`config.mk`:
```
export PLATFORM = sky130hd
export DESIGN_NAME = mpsm_top
export DESIGN_NICKNAME = d
export VERILOG_FILES = /design/src/hdl/mpsm_pkg.sv /design/src/hdl/mpsm_sync.sv /design/src/hdl/mpsm_top.sv
export SDC_FILE = /design/constraint.sdc
export NUM_CORES = 1
export LEC_CHECK = 0
export BUFFER_PORTS_ARGS = -buffer_cell sky130_fd_sc_hd__buf_2
export CAP_MARGIN = 20
export CORE_MARGIN = 4
export CORE_UTILIZATION = 57
export CTS_CLUSTER_SIZE = 12
export DETAILED_ROUTE_END_ITERATION = 16
export PLACE_DENSITY = 0.84
export SETUP_SLACK_MARGIN = 0.2
export SYNTH_ARGS = -nofsm -noshare
export SYNTH_HDL_FRONTEND = slang
export SYNTH_SLANG_ARGS = --single-unit
```
`constraint.sdc`:
```
create_clock -name ref_clk -period 2.1 [get_ports ref_clk]
set_input_delay 0.315 -clock ref_clk [delete_from_list [all_inputs] [get_ports ref_clk]]
set_output_delay 0.315 -clock ref_clk [all_outputs]
set_load 0.005 [all_outputs]
```
`src/hdl/mpsm_pkg.sv`:
```
/*
 * Package for the module power state manager: power states, sync depth, timing counts.
 * Assumes a single 10 MHz standby-domain clock.
 */
package mpsm_pkg;

	// ------------------------------------------------------------
	// Clock and timing
	// ------------------------------------------------------------
	localparam int unsigned CLK_PERIOD_NS      = 100;
	localparam int unsigned IMMINENT_TIME_NS   = 1000;
	localparam int unsigned IMMINENT_CYCLES    = (IMMINENT_TIME_NS + CLK_PERIOD_NS - 1) / CLK_PERIOD_NS;
	localparam int unsigned RESET_PULSE_NS     = 1000;
	localparam int unsigned RESET_PULSE_CYCLES = (RESET_PULSE_NS + CLK_PERIOD_NS - 1) / CLK_PERIOD_NS;
	localparam int unsigned CNT_W              = 8;

	// ------------------------------------------------------------
	// Input synchroniser
	// ------------------------------------------------------------
	localparam int unsigned SYNC_STAGES = 3;
	localparam int unsigned N_INPUTS    = 6;
	localparam logic [N_INPUTS-1:0] SYNC_RESET_VAL = 6'h3f;
	localparam int unsigned IDX_POWER_BUTTON_N  = 0;
	localparam int unsigned IDX_RSTBTN  = 1;
	localparam int unsigned IDX_PGOOD   = 2;
	localparam int unsigned IDX_PCIE_WAKEUP_N   = 3;
	localparam int unsigned IDX_GENERAL_WAKEUP_N   = 4;
	localparam int unsigned IDX_BATTERY_LOW_N  = 5;

	// ------------------------------------------------------------
	// Power states
	// ------------------------------------------------------------
	typedef enum logic [2:0] {
		MPSM_OFF,
		MPSM_RUN,
		MPSM_PREP,
		MPSM_RAM,
		MPSM_DISK
	} mpsm_state_t;

	typedef enum logic [1:0] {
		MPSM_SLP_RAM,
		MPSM_SLP_DISK,
		MPSM_SLP_OFF
	} mpsm_target_t;

endpackage : mpsm_pkg

```
`src/hdl/mpsm_sync.sv`:
```
/*
 * Three-flop synchroniser bank with agreement filter for carrier-side inputs.
 * Assumes inputs are asynchronous to ref_clk; reset is synchronous, active low.
 */
`timescale 1ns/1ns
module mpsm_sync
(
	input  wire logic                          ref_clk,
	input  wire logic                          resetn,
	input  wire logic [mpsm_pkg::N_INPUTS-1:0] async_in,
	output logic      [mpsm_pkg::N_INPUTS-1:0] clean_q
);
	import mpsm_pkg::*;

	// ------------------------------------------------------------
	// Per-input flop chain
	// ------------------------------------------------------------
	genvar g;
	generate
		for (g = 0; g < N_INPUTS; g++) begin : g_bit
			logic [SYNC_STAGES-1:0] chain_q;
			// Stage one feeds only stage two
			always_ff @(posedge ref_clk) begin
				if (!resetn) begin
					chain_q <= {SYNC_STAGES{SYNC_RESET_VAL[g]}};
				end else begin
					chain_q <= {chain_q[SYNC_STAGES-2:0], async_in[g]};
				end
			end
			// Accept a change once stages two and three agree
			always_ff @(posedge ref_clk) begin
				if (!resetn) begin
					clean_q[g] <= SYNC_RESET_VAL[g];
				end else if (chain_q[1] == chain_q[2]) begin
					clean_q[g] <= chain_q[2];
				end
			end
		end
	endgenerate

endmodule : mpsm_sync

```
`src/hdl/mpsm_top.sv`:
```
/*
 * Module power state manager: buttons, power-good, wake and battery-low in;
 * carrier reset and suspend-state indications out.
 * Assumes one 10 MHz standby clock, synchronous active-low reset, and that the
 * platform supplies supply-low, watchdog and software requests as same-clock levels/pulses.
 */
`timescale 1ns/1ns
module mpsm_top
(
	input  wire logic     ref_clk,
	input  wire logic     resetn,
	input  wire logic     power_button_n,
	input  wire logic     reset_button_n,
	input  wire logic     power_good,
	input  wire logic     main_supply_low,
	input  wire logic     pcie_wakeup_n,
	input  wire logic     general_wakeup_n,
	input  wire logic     battery_low_n,
	input  wire logic     reset_edge_mode,
	input  wire logic     watchdog_timeout,
	input  wire logic     sw_reset_req,
	input  wire logic     sleep_req,
	input  wire mpsm_pkg::mpsm_target_t sleep_target,
	output logic          carrier_reset_out_n,
	output logic          suspend_imminent_n,
	output logic          sleep_ram_n,
	output logic          sleep_disk_n,
	output logic          soft_off_n,
	output logic          battery_low_q,
	output logic          power_event_q,
	output logic          system_on_q
);
	import mpsm_pkg::*;

	// ------------------------------------------------------------
	// Input synchronisation
	// ------------------------------------------------------------
	logic [N_INPUTS-1:0] clean;
	logic [N_INPUTS-1:0] prev_q;
	wire  [N_INPUTS-1:0] pins;

	// Pins gathered by index, so bit order follows the package
	assign pins[IDX_POWER_BUTTON_N] = power_button_n;
	assign pins[IDX_RSTBTN] = reset_button_n;
	assign pins[IDX_PGOOD]  = power_good;
	assign pins[IDX_PCIE_WAKEUP_N]  = pcie_wakeup_n;
	assign pins[IDX_GENERAL_WAKEUP_N]  = general_wakeup_n;
	assign pins[IDX_BATTERY_LOW_N] = battery_low_n;

	// Carrier inputs pass the synchroniser bank
	mpsm_sync i_mpsm_sync (
		.ref_clk  (ref_clk),
		.resetn   (resetn),
		.async_in (pins),
		.clean_q  (clean)
	);

	// Previous clean values for edge detection
	always_ff @(posedge ref_clk) begin
		if (!resetn) begin
			prev_q <= SYNC_RESET_VAL;
		end else begin
			prev_q <= clean;
		end
	end

	logic power_button_n_fall;
	logic rstbtn_fall;
	logic pgood;
	logic wake_any;
	logic reset_req;

	// Events and decoded levels
	assign power_button_n_fall = prev_q[IDX_POWER_BUTTON_N] & ~clean[IDX_POWER_BUTTON_N];
	assign rstbtn_fall = prev_q[IDX_RSTBTN] & ~clean[IDX_RSTBTN];
	assign pgood       = clean[IDX_PGOOD];
	assign wake_any    = ~clean[IDX_PCIE_WAKEUP_N] | ~clean[IDX_GENERAL_WAKEUP_N];
	// Level or edge reset request by mode
	assign reset_req   = reset_edge_mode ? rstbtn_fall : ~clean[IDX_RSTBTN];

	// ------------------------------------------------------------
	// Power state machine
	// ------------------------------------------------------------
	mpsm_state_t      state_q;
	mpsm_target_t     target_q;
	logic [CNT_W-1:0] prep_cnt_q;

	// State transitions
	always_ff @(posedge ref_clk) begin
		if (!resetn) begin
			state_q    <= MPSM_OFF;
			target_q   <= MPSM_SLP_OFF;
			prep_cnt_q <= '0;
		end else if (!pgood) begin
			state_q    <= MPSM_OFF;
			target_q   <= MPSM_SLP_OFF;
			prep_cnt_q <= '0;
		end else begin
			unique case (state_q)
				MPSM_OFF: begin
					if (power_button_n_fall) begin
						state_q <= MPSM_RUN;
					end
				end
				MPSM_RUN: begin
					if (power_button_n_fall) begin
						target_q   <= MPSM_SLP_OFF;
						prep_cnt_q <= CNT_W'(IMMINENT_CYCLES);
						state_q    <= MPSM_PREP;
					end else if (sleep_req) begin
						target_q   <= sleep_target;
						prep_cnt_q <= CNT_W'(IMMINENT_CYCLES);
						state_q    <= MPSM_PREP;
					end
				end
				MPSM_PREP: begin
					// Hold imminent notice before entering suspend
					if (prep_cnt_q > CNT_W'(1)) begin
						prep_cnt_q <= prep_cnt_q - CNT_W'(1);
					end else begin
						prep_cnt_q <= '0;
						unique case (target_q)
							MPSM_SLP_RAM:  state_q <= MPSM_RAM;
							MPSM_SLP_DISK: state_q <= MPSM_DISK;
							default:       state_q <= MPSM_OFF;
						endcase
					end
				end
				MPSM_RAM, MPSM_DISK: begin
					if (power_button_n_fall || wake_any) begin
						state_q <= MPSM_RUN;
					end
				end
				default: state_q <= MPSM_OFF;
			endcase
		end
	end

	// ------------------------------------------------------------
	// State decode
	// ------------------------------------------------------------
	logic in_off;
	logic in_run;
	logic in_prep;
	logic in_ram;
	logic in_disk;

	// One flag per power state, shared by reset and indications
	assign in_off  = (state_q == MPSM_OFF);
	assign in_run  = (state_q == MPSM_RUN);
	assign in_prep = (state_q == MPSM_PREP);
	assign in_ram  = (state_q == MPSM_RAM);
	assign in_disk = (state_q == MPSM_DISK);

	// ------------------------------------------------------------
	// Carrier reset
	// ------------------------------------------------------------
	logic [CNT_W-1:0] rst_cnt_q;
	logic             rst_cause;

	// Any cause asserts reset; pulse causes stretched to a minimum width
	assign rst_cause = reset_req | ~pgood | main_supply_low
	                 | watchdog_timeout | sw_reset_req;

	always_ff @(posedge ref_clk) begin
		if (!resetn) begin
			rst_cnt_q <= CNT_W'(RESET_PULSE_CYCLES);
		end else if (rst_cause) begin
			rst_cnt_q <= CNT_W'(RESET_PULSE_CYCLES);
		end else if (rst_cnt_q != '0) begin
			rst_cnt_q <= rst_cnt_q - CNT_W'(1);
		end
	end

	// Reset output registered; also held while not running
	always_ff @(posedge ref_clk) begin
		if (!resetn) begin
			carrier_reset_out_n <= 1'b0;
		end else begin
			carrier_reset_out_n <= ~rst_cause && (rst_cnt_q == '0) && in_run;
		end
	end

	// ------------------------------------------------------------
	// State indications and status
	// ------------------------------------------------------------
	always_ff @(posedge ref_clk) begin
		if (!resetn) begin
			suspend_imminent_n <= 1'b1;
			sleep_ram_n        <= 1'b1;
			sleep_disk_n       <= 1'b1;
			soft_off_n         <= 1'b0;
			battery_low_q      <= 1'b0;
			power_event_q      <= 1'b0;
			system_on_q        <= 1'b0;
		end else begin
			suspend_imminent_n <= ~in_prep;
			sleep_ram_n        <= ~in_ram;
			sleep_disk_n       <= ~in_disk;
			soft_off_n         <= ~in_off;
			battery_low_q      <= ~clean[IDX_BATTERY_LOW_N];
			power_event_q      <= power_button_n_fall;
			system_on_q        <= in_run;
		end
	end

endmodule : mpsm_top

```
* After elaboration in Yosys (flattened, before gate mapping)
Cells that the tools add are included.
** Storage, ports and cells
- Output and inout bits :: 8
- Memories :: 0
- Word-level logic and storage cells :: 91
- Latch bits :: 0
- RAM bits :: 0
- Flip-flop bits (word level) :: 55
- ROM bits :: 0
** Operators by class
- Add/sub/neg operators :: 2
- Magnitude comparators :: 1
- Shifts and indexed selects :: 0
- Divide/modulo/power cells :: 0
- Multipliers :: 0
- Equal/unequal tests :: 15
- Multiplexer cells :: 14
- Reductions and logical operators :: 15
- Bitwise gates (word level) :: 19
** Operator list (number)
- 8-bit two-way mux :: 3
- 8-bit case mux with 2 select lines :: 1
- 8-bit by 1-bit subtractor with 8-bit output (second input constant) :: 2
- 3-bit two-way mux :: 5
- 1-bit inverter :: 12
- 3-bit case mux with 4 select lines :: 1
- 8-bit by 1-bit > comparator with 1-bit output (second input constant) :: 1
- 8-bit zero test :: 1
- 8-bit nonzero test :: 1
- 1-bit equality test :: 6
- 3-bit by 2-bit equality test with 1-bit output (second input constant) :: 2
- 2-bit != test (second input constant) :: 3
- 3-bit case mux with 2 select lines :: 1
- 2-bit AND reduction :: 3
- 1-bit OR :: 5
- 2-bit two-way mux :: 2
- 4-bit AND reduction :: 1
- 2-bit nonzero test :: 2
- 2-bit OR reduction :: 2
- 3-bit by 1-bit equality test with 1-bit output (second input constant) :: 1
- 3-bit equality test (second input constant) :: 1
- 3-bit zero test :: 1
- 3-bit != test (second input constant) :: 1
- 1-bit AND :: 2
- 5 further kinds :: 6

* Longest topological paths before layout
Gate-level depths: netlist of the first run.
- Depth in word-level cells :: 10
- Depth in mapped cells :: 6
- Gate-level depth less buffers :: 6

* Hierarchy
From an unflattened synthesis of the first run, not the netlist that was laid out.
** Unflattened totals
- Cells, all modules :: 231
- Area total of the unflattened synthesis :: 2149.6 µm²
** By module, submodules not included
- mpsm_top :: times used 1, area each 1458.9 µm², cells an instance 169
- mpsm_sync :: times used 1, area each 690.7 µm², cells an instance 62

* Least setup slack after synthesis of the first run
Ideal clock, no wire load.
- Kind :: register -> register
- Start :: register prep_cnt_q[0]
- End :: register prep_cnt_q[7]
- Data arrival time :: 1.726 ns
- Path slack :: 0.254 ns
- Path buffers :: 0
- Clock period less this slack :: 1.846 ns
- Library setup time :: 0.120 ns
- Cell stages (with the launch flop) :: 5
- Cells stage by stage :: dfxtp_1 -> or4_4 -> or4_4 -> and4_4 -> a211o_1
** On the way
- Longest elaborated chain between the ends :: 3
- Elaborated cells on any way between the ends :: 4
- Those cells by class :: add/sub (1); order compare (1); mux (2)
** Ends and longest elaborated chain
- from (decl) :: line mpsm_top.sv:86 : logic [CNT_W-1:0] prep_cnt_q;
- from (signal assigned) :: line mpsm_top.sv:108 : prep_cnt_q <= CNT_W'(IMMINENT_CYCLES);
- from (signal assigned) :: line mpsm_top.sv:112 : prep_cnt_q <= CNT_W'(IMMINENT_CYCLES);
- from (signal assigned) :: line mpsm_top.sv:119 : prep_cnt_q <= prep_cnt_q - CNT_W'(1);
- 8-bit by 1-bit subtractor with 8-bit output / 8-bit by 1-bit > comparator with 1-bit output (equally long branches) :: line mpsm_top.sv:119, mpsm_top.sv:118
- 8-bit two-way mux * :: line mpsm_top.sv:118 : if (prep_cnt_q > CNT_W'(1)) begin
- 8-bit case mux with 2 select lines * :: line mpsm_top.sv:99 : unique case (state_q)
Every way passes the cells marked *; elsewhere a longest branch is shown, timed or not.
A chain may end at the register's enable or synchronous reset.

* Final worst setup path of the first run
- Start :: register prep_cnt_q[1]
- End :: register prep_cnt_q[7]
Same word-level chain as after synthesis.

==> impl_metrics.yaml, run 1 <==
logic_synthesis:
  synth_area_per_cell_sq_um: 9.760
  synthDominantCellAreaShare: 0.5104
  yosysUniqueCellTypes: 51
  yosys-top-cells-count: "55 x dfxtp_1, 24 x nand2b_1, 24 x nor2_1"
  synth_flop_cell: "dfxtp_1"
  ys.warnings.count: 0
  ys_ff_latch: 55
  synth_fp_nets: 240
  async_flop_share: 0
  syn_inst: 221
  seq_area_frac_synth: 0.5104
  synth_top_cell_by_area: "dfxtp_1"
  synth_area_sq_mm: 0.002157
  ys_top_cells_by_area: "dfxtp_1 51%, nand2b_1 7.0%, nor2_1 4.2%"
  synth_edf_count: 0
  synthMostInstantiatedCell: "dfxtp_1"
pwr:
  power_mw: 1.852
  ir_worst_vdd_mv: 0.4835
  p_leak_nw: 0.9668
  power_density_mw_per_mm2: 747.7
cells_and_area:
  multi_input_area_sq_um: 999.7
  fin_nets: 269
  final_cell_area_sq_mm: 0.002477
  diodes: 0
  nFillCells: 287
  area_delta_synth_final_pct: 14.85
  layout-drive-gt1-share: 0.2032
  seq_area_sq_mm: 0.001110
timing:
  finalCriticalPeriod_ps: 1900
  hold_violations: 0
  grt_setup_unrepaired: "true"
  fin_crit_sh: 0.9048
  max_slew.worst_pin.slew_ps: 602.7
  drv_slew: 0
  worst_slack_ps: 199.9
  skew_ps: 10.42
  fmax_ghz: 0.5263
  final-setup-viol-count: 0
  fin_tns_setup_ps: 0
  max-slew-margin-rel: 0.5957
hold_path:
  worstHoldEndpoint: "i_mpsm_sync.g_bit[0].chain_q[0]"
  holdPathStages: 2
  min_path_type: "input port to register"
  min_from: "power_button_n"
die:
  core_sq_mm: 0.003661
  die_w_um: 69.52
  start_util: 0.5892
  row_count: 22
  dieArea_sq_mm: 0.004832
  die_y_um: 69.52
  io_pins: 23
route:
  first_iter_violations: 215
  drtAntennaViolNets: 0
  first_pass_iters: 4
  vias_per_cell: 5.492
  vias: 1642
  wl_per_cell_um: 13.31
  route.detailed.drc: 0
  drt_wl_total_um: 3979
global_routing:
  grt_pass1_vias: 1550
  grt_pass1_wl_um: 6665
  globalRouteOverflowTotal: 0
  grt_usage: 0.1691
  grt_max_degree: 29
  antenna_found_initial: 0
place:
  place_ws_ps: 183.4
  port_buffers: 22
  place_area_sq_mm: 0.002318
  dp_hpwl_um: 2588
  place.gp.congestion: 0.8682
clocking:
  root_buffer: "clkbuf_8"
  cts.clk_slew.worst_paths_ps: 100
  cts_tree: "yes"
  cts_buffers: 5
  cts_max_path_buffers: 2
  clk_latency_ps: 310
  clock_sinks: 55
  htreeDepth: 2
setup_path:
  ff2ff_path_depth: 4
  worst-r2r-setup-slack_ps: 200
  arrival_ps: 2110
  r2r-start: "prep_cnt_q[1]"
  worstSetupEndpointType: "register"
  critPathLaunchType: "register"
  path_class: "register to register"
  rr_endpoint: "prep_cnt_q[7]"
  cp_max_fo: 4
  crit_required_ps: 2310
flow_run:
  cap_violations: 0
run_status:
  status: "finished clean"
## power by group
| group | total (mW) | switching (mW) | internal [mW] |
|---|---|---|---|
| Combinational | 0.0572 | 0.0286 | 0.0286 |
| Clock | 0.732 | 0.364 | 0.368 |
| Sequential | 1.06 | 0.00722 | 1.06 |
## final cells by class
class / count / share of cell area
clock buffer: 5 / 0.02778
tap: 48 / 0.02424
multi-input combinational: 152 / 0.4035
inverter: 7 / 0.01061
sequential: 55 / 0.4480
clock inverter: 3 / 0.02020
timing repair buffer: 29 / 0.06566
## worst max-delay path by stage
stage	startpoint	slack, ps	cells after the start	endpoint
after floorplan	prep_cnt_q[0]	250	4	prep_cnt_q[7]
final	prep_cnt_q[1]	200	4	prep_cnt_q[7]
after global placement	prep_cnt_q[0]	230	4	prep_cnt_q[7]
after detailed placement	prep_cnt_q[0]	180	4	prep_cnt_q[7]
after CTS	prep_cnt_q[1]	220	4	prep_cnt_q[7]
after global routing	prep_cnt_q[1]	180	4	prep_cnt_q[7]
## critical path, cell delays in order (launching register included)
cell     delay [ps]
dfxtp_4         370
or4_4           530
or4_4           430
and4_4          200
a211o_1         270
## sequential cells by signal (all words and copies together) (netlist names)
signal                     cells
i_mpsm_sync.g_bit.chain_q     18
prep_cnt_q                     8
rst_cnt_q                      8
i_mpsm_sync.clean_q            6
state_q                        3
prev_q                         2
target_q                       2
battery_low_q                  1
carrier_reset_out_n            1
power_event_q                  1
sleep_disk_n                   1
sleep_ram_n                    1
soft_off_n                     1
suspend_imminent_n             1
system_on_q                    1
## repair_timing
action / 4_1_cts / 5_1_grt
gates resized for setup: 2 / 4
pin swaps: 1 / 0
setup endpoints to repair: 1 / 5
hold buffers: 0 / 0
setup buffers: 2 / 1
## stage by stage
stage	util	hold WS [ps]	std cells
2_1_floorplan	-	386.3	221
3_3_place_gp	0.6333	387.5	288
3_5_place_dp	0.6333	394.0	288
4_1_cts	0.6709	165.6	298
5_1_grt	0.6767	160.8	299
6_report	0.6767	175.3	299
## cells by family (layout without fill, tap and decap cells)
family | after synthesis | after routing | synth area share
and+or+nand+nor | 93 | 93 | 0.2465
DFF | 55 | 55 | 0.5104
AOI/OAI and AO/OA | 45 | 45 | 0.1479
buffers and inverters | 14 | 44 | 0.03016
xor gates and xnor gates | 9 | 9 | 0.03654
adders and majority gates | 4 | 4 | 0.02320
muxes | 1 | 1 | 0.005220
## metal layers
metal  wire length (um)  global-route usage  vias up
met1               1826              0.2031      747
met5                  0                   0        -
met2               1828              0.2638       54
li1                   -                   -      827
met4                 99             0.09978        0
met3                224             0.05362       14
## cell usage in the layout (no fill, tap or decap), types with 3 or more instances in the layout
cell type / count
clkbuf_8: 5
nor2b_1: 5
nor4_1: 3
nor2_1: 24
ha_1: 4
dfxtp_1: 52
buf_2: 22
o32ai_1: 3
buf_4: 7
a211o_1: 3
xnor2_1: 4
a21oi_1: 12
inv_1: 7
nand2b_1: 24
o21ai_0: 8
xor2_1: 5
nand2_1: 10
nand3_1: 5
Note: power is estimated with default switching activity, not from simulation.
==> run 2: changes to the inputs <==
--- a/config.mk
+++ b/config.mk
@@ -9,8 +9,10 @@
 export CAP_MARGIN = 20
 export CORE_MARGIN = 4
 export CORE_UTILIZATION = 57
+export CTS_BUF_LIST = sky130_fd_sc_hd__clkbuf_16
 export CTS_CLUSTER_SIZE = 12
 export DETAILED_ROUTE_END_ITERATION = 16
+export MAX_ROUTING_LAYER = met4
 export PLACE_DENSITY = 0.84
 export SETUP_SLACK_MARGIN = 0.2
 export SYNTH_ARGS = -nofsm -noshare
==> run 2 against run 1 <==
Against the previous run:
- register-to-register slack better by 20 ps
- largest power group unchanged
- highest routed layer unchanged
- worst setup slack improved by 19 ps
- first-iteration DRC count down 22%
- via count decreased by 0.79%
- cell count shrank 0.67%
==> impl_metrics.yaml, run 2 (synthesis results as in run 1) <==
setup_path:
  critPathLaunchType: "register"
  cp_max_fo: 3
  path_class: "register to register"
  rr_endpoint: "prep_cnt_q[7]"
  ff2ff_path_depth: 4
  worst-r2r-setup-slack_ps: 220
  worstSetupEndpointType: "register"
  arrival_ps: 2060
  r2r-start: "prep_cnt_q[3]"
  crit_required_ps: 2280
timing:
  worst_slack_ps: 219.0
  fmax_ghz: 0.5316
  hold_violations: 0
  finalCriticalPeriod_ps: 1881
  max-slew-margin-rel: 0.6002
  hold_ws_ps: 199.1
  drv_slew: 0
  max_slew.worst_pin.slew_ps: 596.1
  grt_setup_unrepaired: "true"
  skew_ps: 7.008
  fin_tns_setup_ps: 0
  final-setup-viol-count: 0
  fin_crit_sh: 0.8957
global_routing:
  grt_pass1_vias: 1514
  grt_usage: 0.1716
  grt_pass1_wl_um: 6555
  grt_max_degree: 29
  globalRouteOverflowTotal: 0
  antenna_found_initial: 0
route:
  vias: 1629
  first_iter_violations: 167
  wl_per_cell_um: 12.92
  route.detailed.drc: 0
  vias_per_cell: 5.485
  drt_wl_total_um: 3838
  first_pass_iters: 4
  drtAntennaViolNets: 0
cells_and_area:
  layout-drive-gt1-share: 0.1968
  largest_reg_flops: 18
  final_cell_mix: "52 x dfxtp_1, 24 x nor2_1, 24 x nand2b_1"
  regMostFlops: "i_mpsm_sync.g_bit.chain_q"
  largestRegisters: "i_mpsm_sync.g_bit.chain_q (18), prep_cnt_q (8), rst_cnt_q (8)"
  area_delta_synth_final_pct: 16.65
  instances_no_fill: 297
  diodes: 0
  layout_commonest_cell: "dfxtp_1"
  fin_nets: 267
  final_core_utilization: 0.6873
  final_cell_area_sq_mm: 0.002516
pwr:
  ir_worst_vdd_mv: 0.6105
  power_frac_clock: 0.460
  power_density_mw_per_mm2: 824.7
  p_switching_mw: 0.4147
  switching_share: 0.1998
  power_mw: 2.075
  p_int_mw: 1.660
  comb_power_share: 0.028
  pwr-share-seq: 0.513
  p_leak_nw: 0.9813
hold_path:
  worstHoldEndpoint: "i_mpsm_sync.g_bit[2].chain_q[0]"
  holdPathStages: 2
  min_from: "power_good"
  min_path_type: "input port to register"
run_status:
  status: "finished clean"
clocking:
  cts_max_path_buffers: 2
  clock_sinks: 55
  cts_tree: "yes"
  cts_buffers: 5
  htreeDepth: 2
  root_buffer: "clkbuf_16"
  clk_latency_ps: 290
  cts.clk_slew.worst_paths_ps: 70
die:
  io_pins: 23
  start_util: 0.5892
  core_sq_mm: 0.003661
  die_y_um: 69.52
  dieArea_sq_mm: 0.004832
  row_count: 22
  die_w_um: 69.52
flow_run:
  cap_violations: 0
place:
  place.gp.congestion: 0.8823
  port_buffers: 22
  dp_hpwl_um: 2588
  place_ws_ps: 183.4
  dpl.cell_count: 288
  place_area_sq_mm: 0.002318
==> run 2: changes by cell type in the layout (fill, tap and decap cells not counted), sizes merged <==
cell and delta:
buf -2
==> run 2: critical path: stages (launching register included) <==
cell	delay, ps
dfxtp_2	330
or4_4	550
or4_4	430
and4_4	200
a211o_1	270
==> run 2: what timing repair did <==
item / CTS / global route
endpoints found under the hold margin: 0 / 0
hold buffers: 0 / 0
buffers inserted: 1 / 0
resized for setup: 2 / 3
endpoints found under the setup margin: 1 / 4
pin swaps: 0 / 1
==> run 2: final cells by class <==
cell class | instances | area (sq um)
fillers | 278 | 1145
flip-flops and latches | 55 | 1107
multi-input cells | 152 | 999.7
repair buffers | 27 | 147.6
clock buffers | 5 | 125.1
well taps | 48 | 60.06
clock inverters | 3 | 50.05
inverters | 7 | 26.28
==> run 2: power groups by stage <==
| stage | sequential, mW | clock (mW) | combinational [mW] |
|---|---|---|---|
| floorplan | 1.09 | 0 | 0.0382 |
| detailed placement | 1.09 | 0 | 0.0572 |
| CTS | 1.06 | 0.985 | 0.0580 |
| global placement | 1.09 | 0 | 0.0558 |
| finish | 1.06 | 0.954 | 0.0573 |
| global route | 1.07 | 1.03 | 0.0646 |
==> run 2: worst max-delay path by stage <==
stage                             start             to  slack (ps)
final                     prep_cnt_q[3]  prep_cnt_q[7]         220
after global routing      prep_cnt_q[1]  prep_cnt_q[7]         190
after CTS                 prep_cnt_q[0]  prep_cnt_q[7]         200
after detailed placement  prep_cnt_q[0]  prep_cnt_q[7]         180
after global placement    prep_cnt_q[0]  prep_cnt_q[7]         230
after floorplan           prep_cnt_q[0]  prep_cnt_q[7]         250
==> run 2: routing by layer <==
metal / global-route usage / wire [um] / vias up
met3: 0.05072 / 217 / 10
met5: - / 0 / -
met1: 0.1975 / 1711 / 751
met2: 0.2701 / 1826 / 43
li1: - / - / 825
met4: 0.08894 / 82 / 0
==> run 3: changes to the inputs <==
--- a/config.mk
+++ b/config.mk
@@ -17,4 +17,5 @@
 export SETUP_SLACK_MARGIN = 0.2
 export SYNTH_ARGS = -nofsm -noshare
 export SYNTH_HDL_FRONTEND = slang
+export SYNTH_HIERARCHICAL = 1
 export SYNTH_SLANG_ARGS = --single-unit
==> run 3 against run 2 <==
Against the previous run:
- sequential share of layout area increased by 1.1 points
- wire length decreased by 4.7%
- sequential power about the same
- final area decreased by 2.8%
- worst setup slack improved by 86 ps
- first-iteration DRC count decreased by 21%
- cell count increased by 2.4%
- critical endpoint unchanged
==> impl_metrics.yaml, run 3 <==
run_status:
  status: "finished clean"
route:
  first_iter_violations: 132
  vias: 1619
  wl_met1_um: 1658
  route.detailed.drc: 0
  drt_wl_total_um: 3656
  vias_per_cell: 5.326
  wl_met2_um: 1772
  top_layer: "met4"
  wl_met3_um: 176
  drtAntennaViolNets: 0
  wl_per_cell_um: 12.03
  first_pass_iters: 4
cells_and_area:
  seq_area_sq_mm: 0.001102
  nFillCells: 287
  layout_commonest_cell: "dfxtp_1"
  layout-drive-gt1-share: 0.1563
  multi_input_area_sq_um: 960.9
  fin_nets: 273
  final_cell_mix: "54 x dfxtp_1, 22 x buf_2, 21 x nor2_1, 21 x nand2b_1, 16 x a21oi_1"
  final_cell_area_sq_mm: 0.002446
  regMostFlops: "i_mpsm_sync/g_bit.chain_q"
  instances_no_fill: 304
  largestRegisters: "i_mpsm_sync/g_bit.chain_q (18), prep_cnt_q (8), rst_cnt_q (8)"
  largest_reg_flops: 18
  area_delta_synth_final_pct: 13.80
  diodes: 0
clocking:
  cts.clk_slew.worst_paths_ps: 70
  cts_buffers: 5
  clk_latency_ps: 290
  cts_max_path_buffers: 2
  clock_sinks: 55
  htreeDepth: 2
  root_buffer: "clkbuf_16"
  cts_tree: "yes"
global_routing:
  grt_pass1_vias: 1459
  globalRouteOverflowTotal: 0
  grt_usage: 0.1645
  antenna_found_initial: 0
  grt_max_degree: 33
  grt_pass1_wl_um: 6299
logic_synthesis:
  synth_edf_count: 0
  synth_fp_nets: 249
  synth-xor-area-share: 0.02852
  seq_area_frac_synth: 0.5122
  ys.warnings.count: 6
  synthMostInstantiatedCell: "dfxtp_1"
  yosysUniqueCellTypes: 45
  synth_area_sq_mm: 0.002150
  ys_ff_latch: 55
  ys_top_cells_by_area: "dfxtp_1 51%, nand2b_1 6.1%, a21oi_1 3.7%"
  synthMuxAreaShare: 0
  synth-adder-area-share: 0.01746
  synth_compound_area_frac: 0.1455
  synth_area_per_cell_sq_um: 9.305
  yosys-top-cells-count: "55 x dfxtp_1, 21 x nand2b_1, 21 x nor2_1"
  syn_inst: 231
  synth_top_family_by_area: "simple AND/OR/NAND/NOR gates"
  synthSimpleGateAreaFrac: 0.2526
  async_flop_share: 0
  synth_flop_cell: "dfxtp_1"
  synth_top_cell_by_area: "dfxtp_1"
  synthDominantCellAreaShare: 0.5122
setup_path:
  worstSetupEndpointType: "register"
  path_class: "register to register"
  crit_required_ps: 2310
  cp_max_fo: 9
  worst-r2r-setup-slack_ps: 300
  arrival_ps: 2010
  critPathLaunchType: "register"
place:
  place.gp.congestion: 0.7894
  dpl.cell_count: 295
  port_buffers: 22
  place_area_sq_mm: 0.002286
  place_ws_ps: 264.4
  dp_hpwl_um: 2531
die:
  io_pins: 23
  die_w_um: 69.41
  dieArea_sq_mm: 0.004818
  start_util: 0.5871
  row_count: 22
  die_y_um: 69.41
  core_sq_mm: 0.003661
timing:
  skew_ps: 4.320
  hold_ws_ps: 201.2
  fin_tns_setup_ps: 0
  finalCriticalPeriod_ps: 1795
  fin_crit_sh: 0.8550
  drv_slew: 0
  max-slew-margin-rel: 0.5321
  max_slew.worst_pin.slew_ps: 695.4
  hold_violations: 0
  grt_setup_unrepaired: "false"
  final-setup-viol-count: 0
  fmax_ghz: 0.5570
  worst_slack_ps: 304.6
hold_path:
  min_path_type: "input port to register"
pwr:
  power_density_mw_per_mm2: 788.0
  p_leak_nw: 0.9174
  ir_worst_vdd_mv: 0.5261
flow_run:
  cap_violations: 0
## run 3: changes by cell type in the layout (fill, tap and decap cells not counted), moves of 4 or more
cell and delta:
inv_1 +5, nor3_1 +5, a21oi_1 +4, or2b_1 +4
## run 3: repair_timing
action                     in CTS  in global routing
setup endpoints to repair       0                  7
hold endpoints to repair        0                  0
setup buffers                   0                  1
gates resized for setup         0                  2
hold buffers                    0                  0
## run 3: power breakdown
part	leakage [nW]	internal, mW	switching (mW)	total [mW]
clock	0.0658	0.439	0.358	0.797
sequential	0.448	1.06	0.00886	1.07
combinational	0.404	0.0294	0.0324	0.0617
total	0.917	1.53	0.399	1.93
## run 3: cell families (layout without fill, tap and decap cells)
logic type                 Yosys count  count (layout)
and+or+nand+nor                     98              98
DFF                                 55              55
AOI/OAI and AO/OA                   48              48
buffers and inverters               20              45
xor gates and xnor gates             7               7
adders and majority gates            3               3
## run 3: worst paths after layout
| check | start | end | cells after the start |
|---|---|---|---|
| worst max-delay path | prep_cnt_q[0] | prep_cnt_q[7] | 7 |
| worst max register to register | prep_cnt_q[0] | prep_cnt_q[7] | 7 |
| worst min-delay path | power_button_n | i_mpsm_sync/g_bit[0].chain_q[0] | 2 |
| worst min register to register | i_mpsm_sync/g_bit[1].chain_q[0] | i_mpsm_sync/g_bit[1].chain_q[1] | 1 |
## run 3: area by class of cell
type / count / share of cell area
inverter: 12 / 0.01841
multi-input combinational: 156 / 0.3928
timing repair buffer: 25 / 0.05422
clock buffer: 5 / 0.05115
tap: 48 / 0.02455
sequential: 55 / 0.4506
clock inverter: 3 / 0.008184
## run 3: worst max-delay path: stages (launching register included)
cell,delay [ps]
dfxtp_1,380
inv_1,90
ha_1,240
or2_2,360
a311oi_4,230
buf_4,200
nand4_1,100
o211ai_1,110
## run 3: stage by stage
stage	total power [mW]	utilization
finish	1.928	0.6681
global placement	1.152	0.6244
CTS	1.948	0.6640
floorplan	1.130	-
global route	2.000	0.6681
detailed placement	1.155	0.6244
## run 3: routing by layer
layer	up-vias	track usage
met4	0	0.07158
li1	836	-
met5	-	-
met3	5	0.05072
met2	38	0.2606
met1	740	0.1922
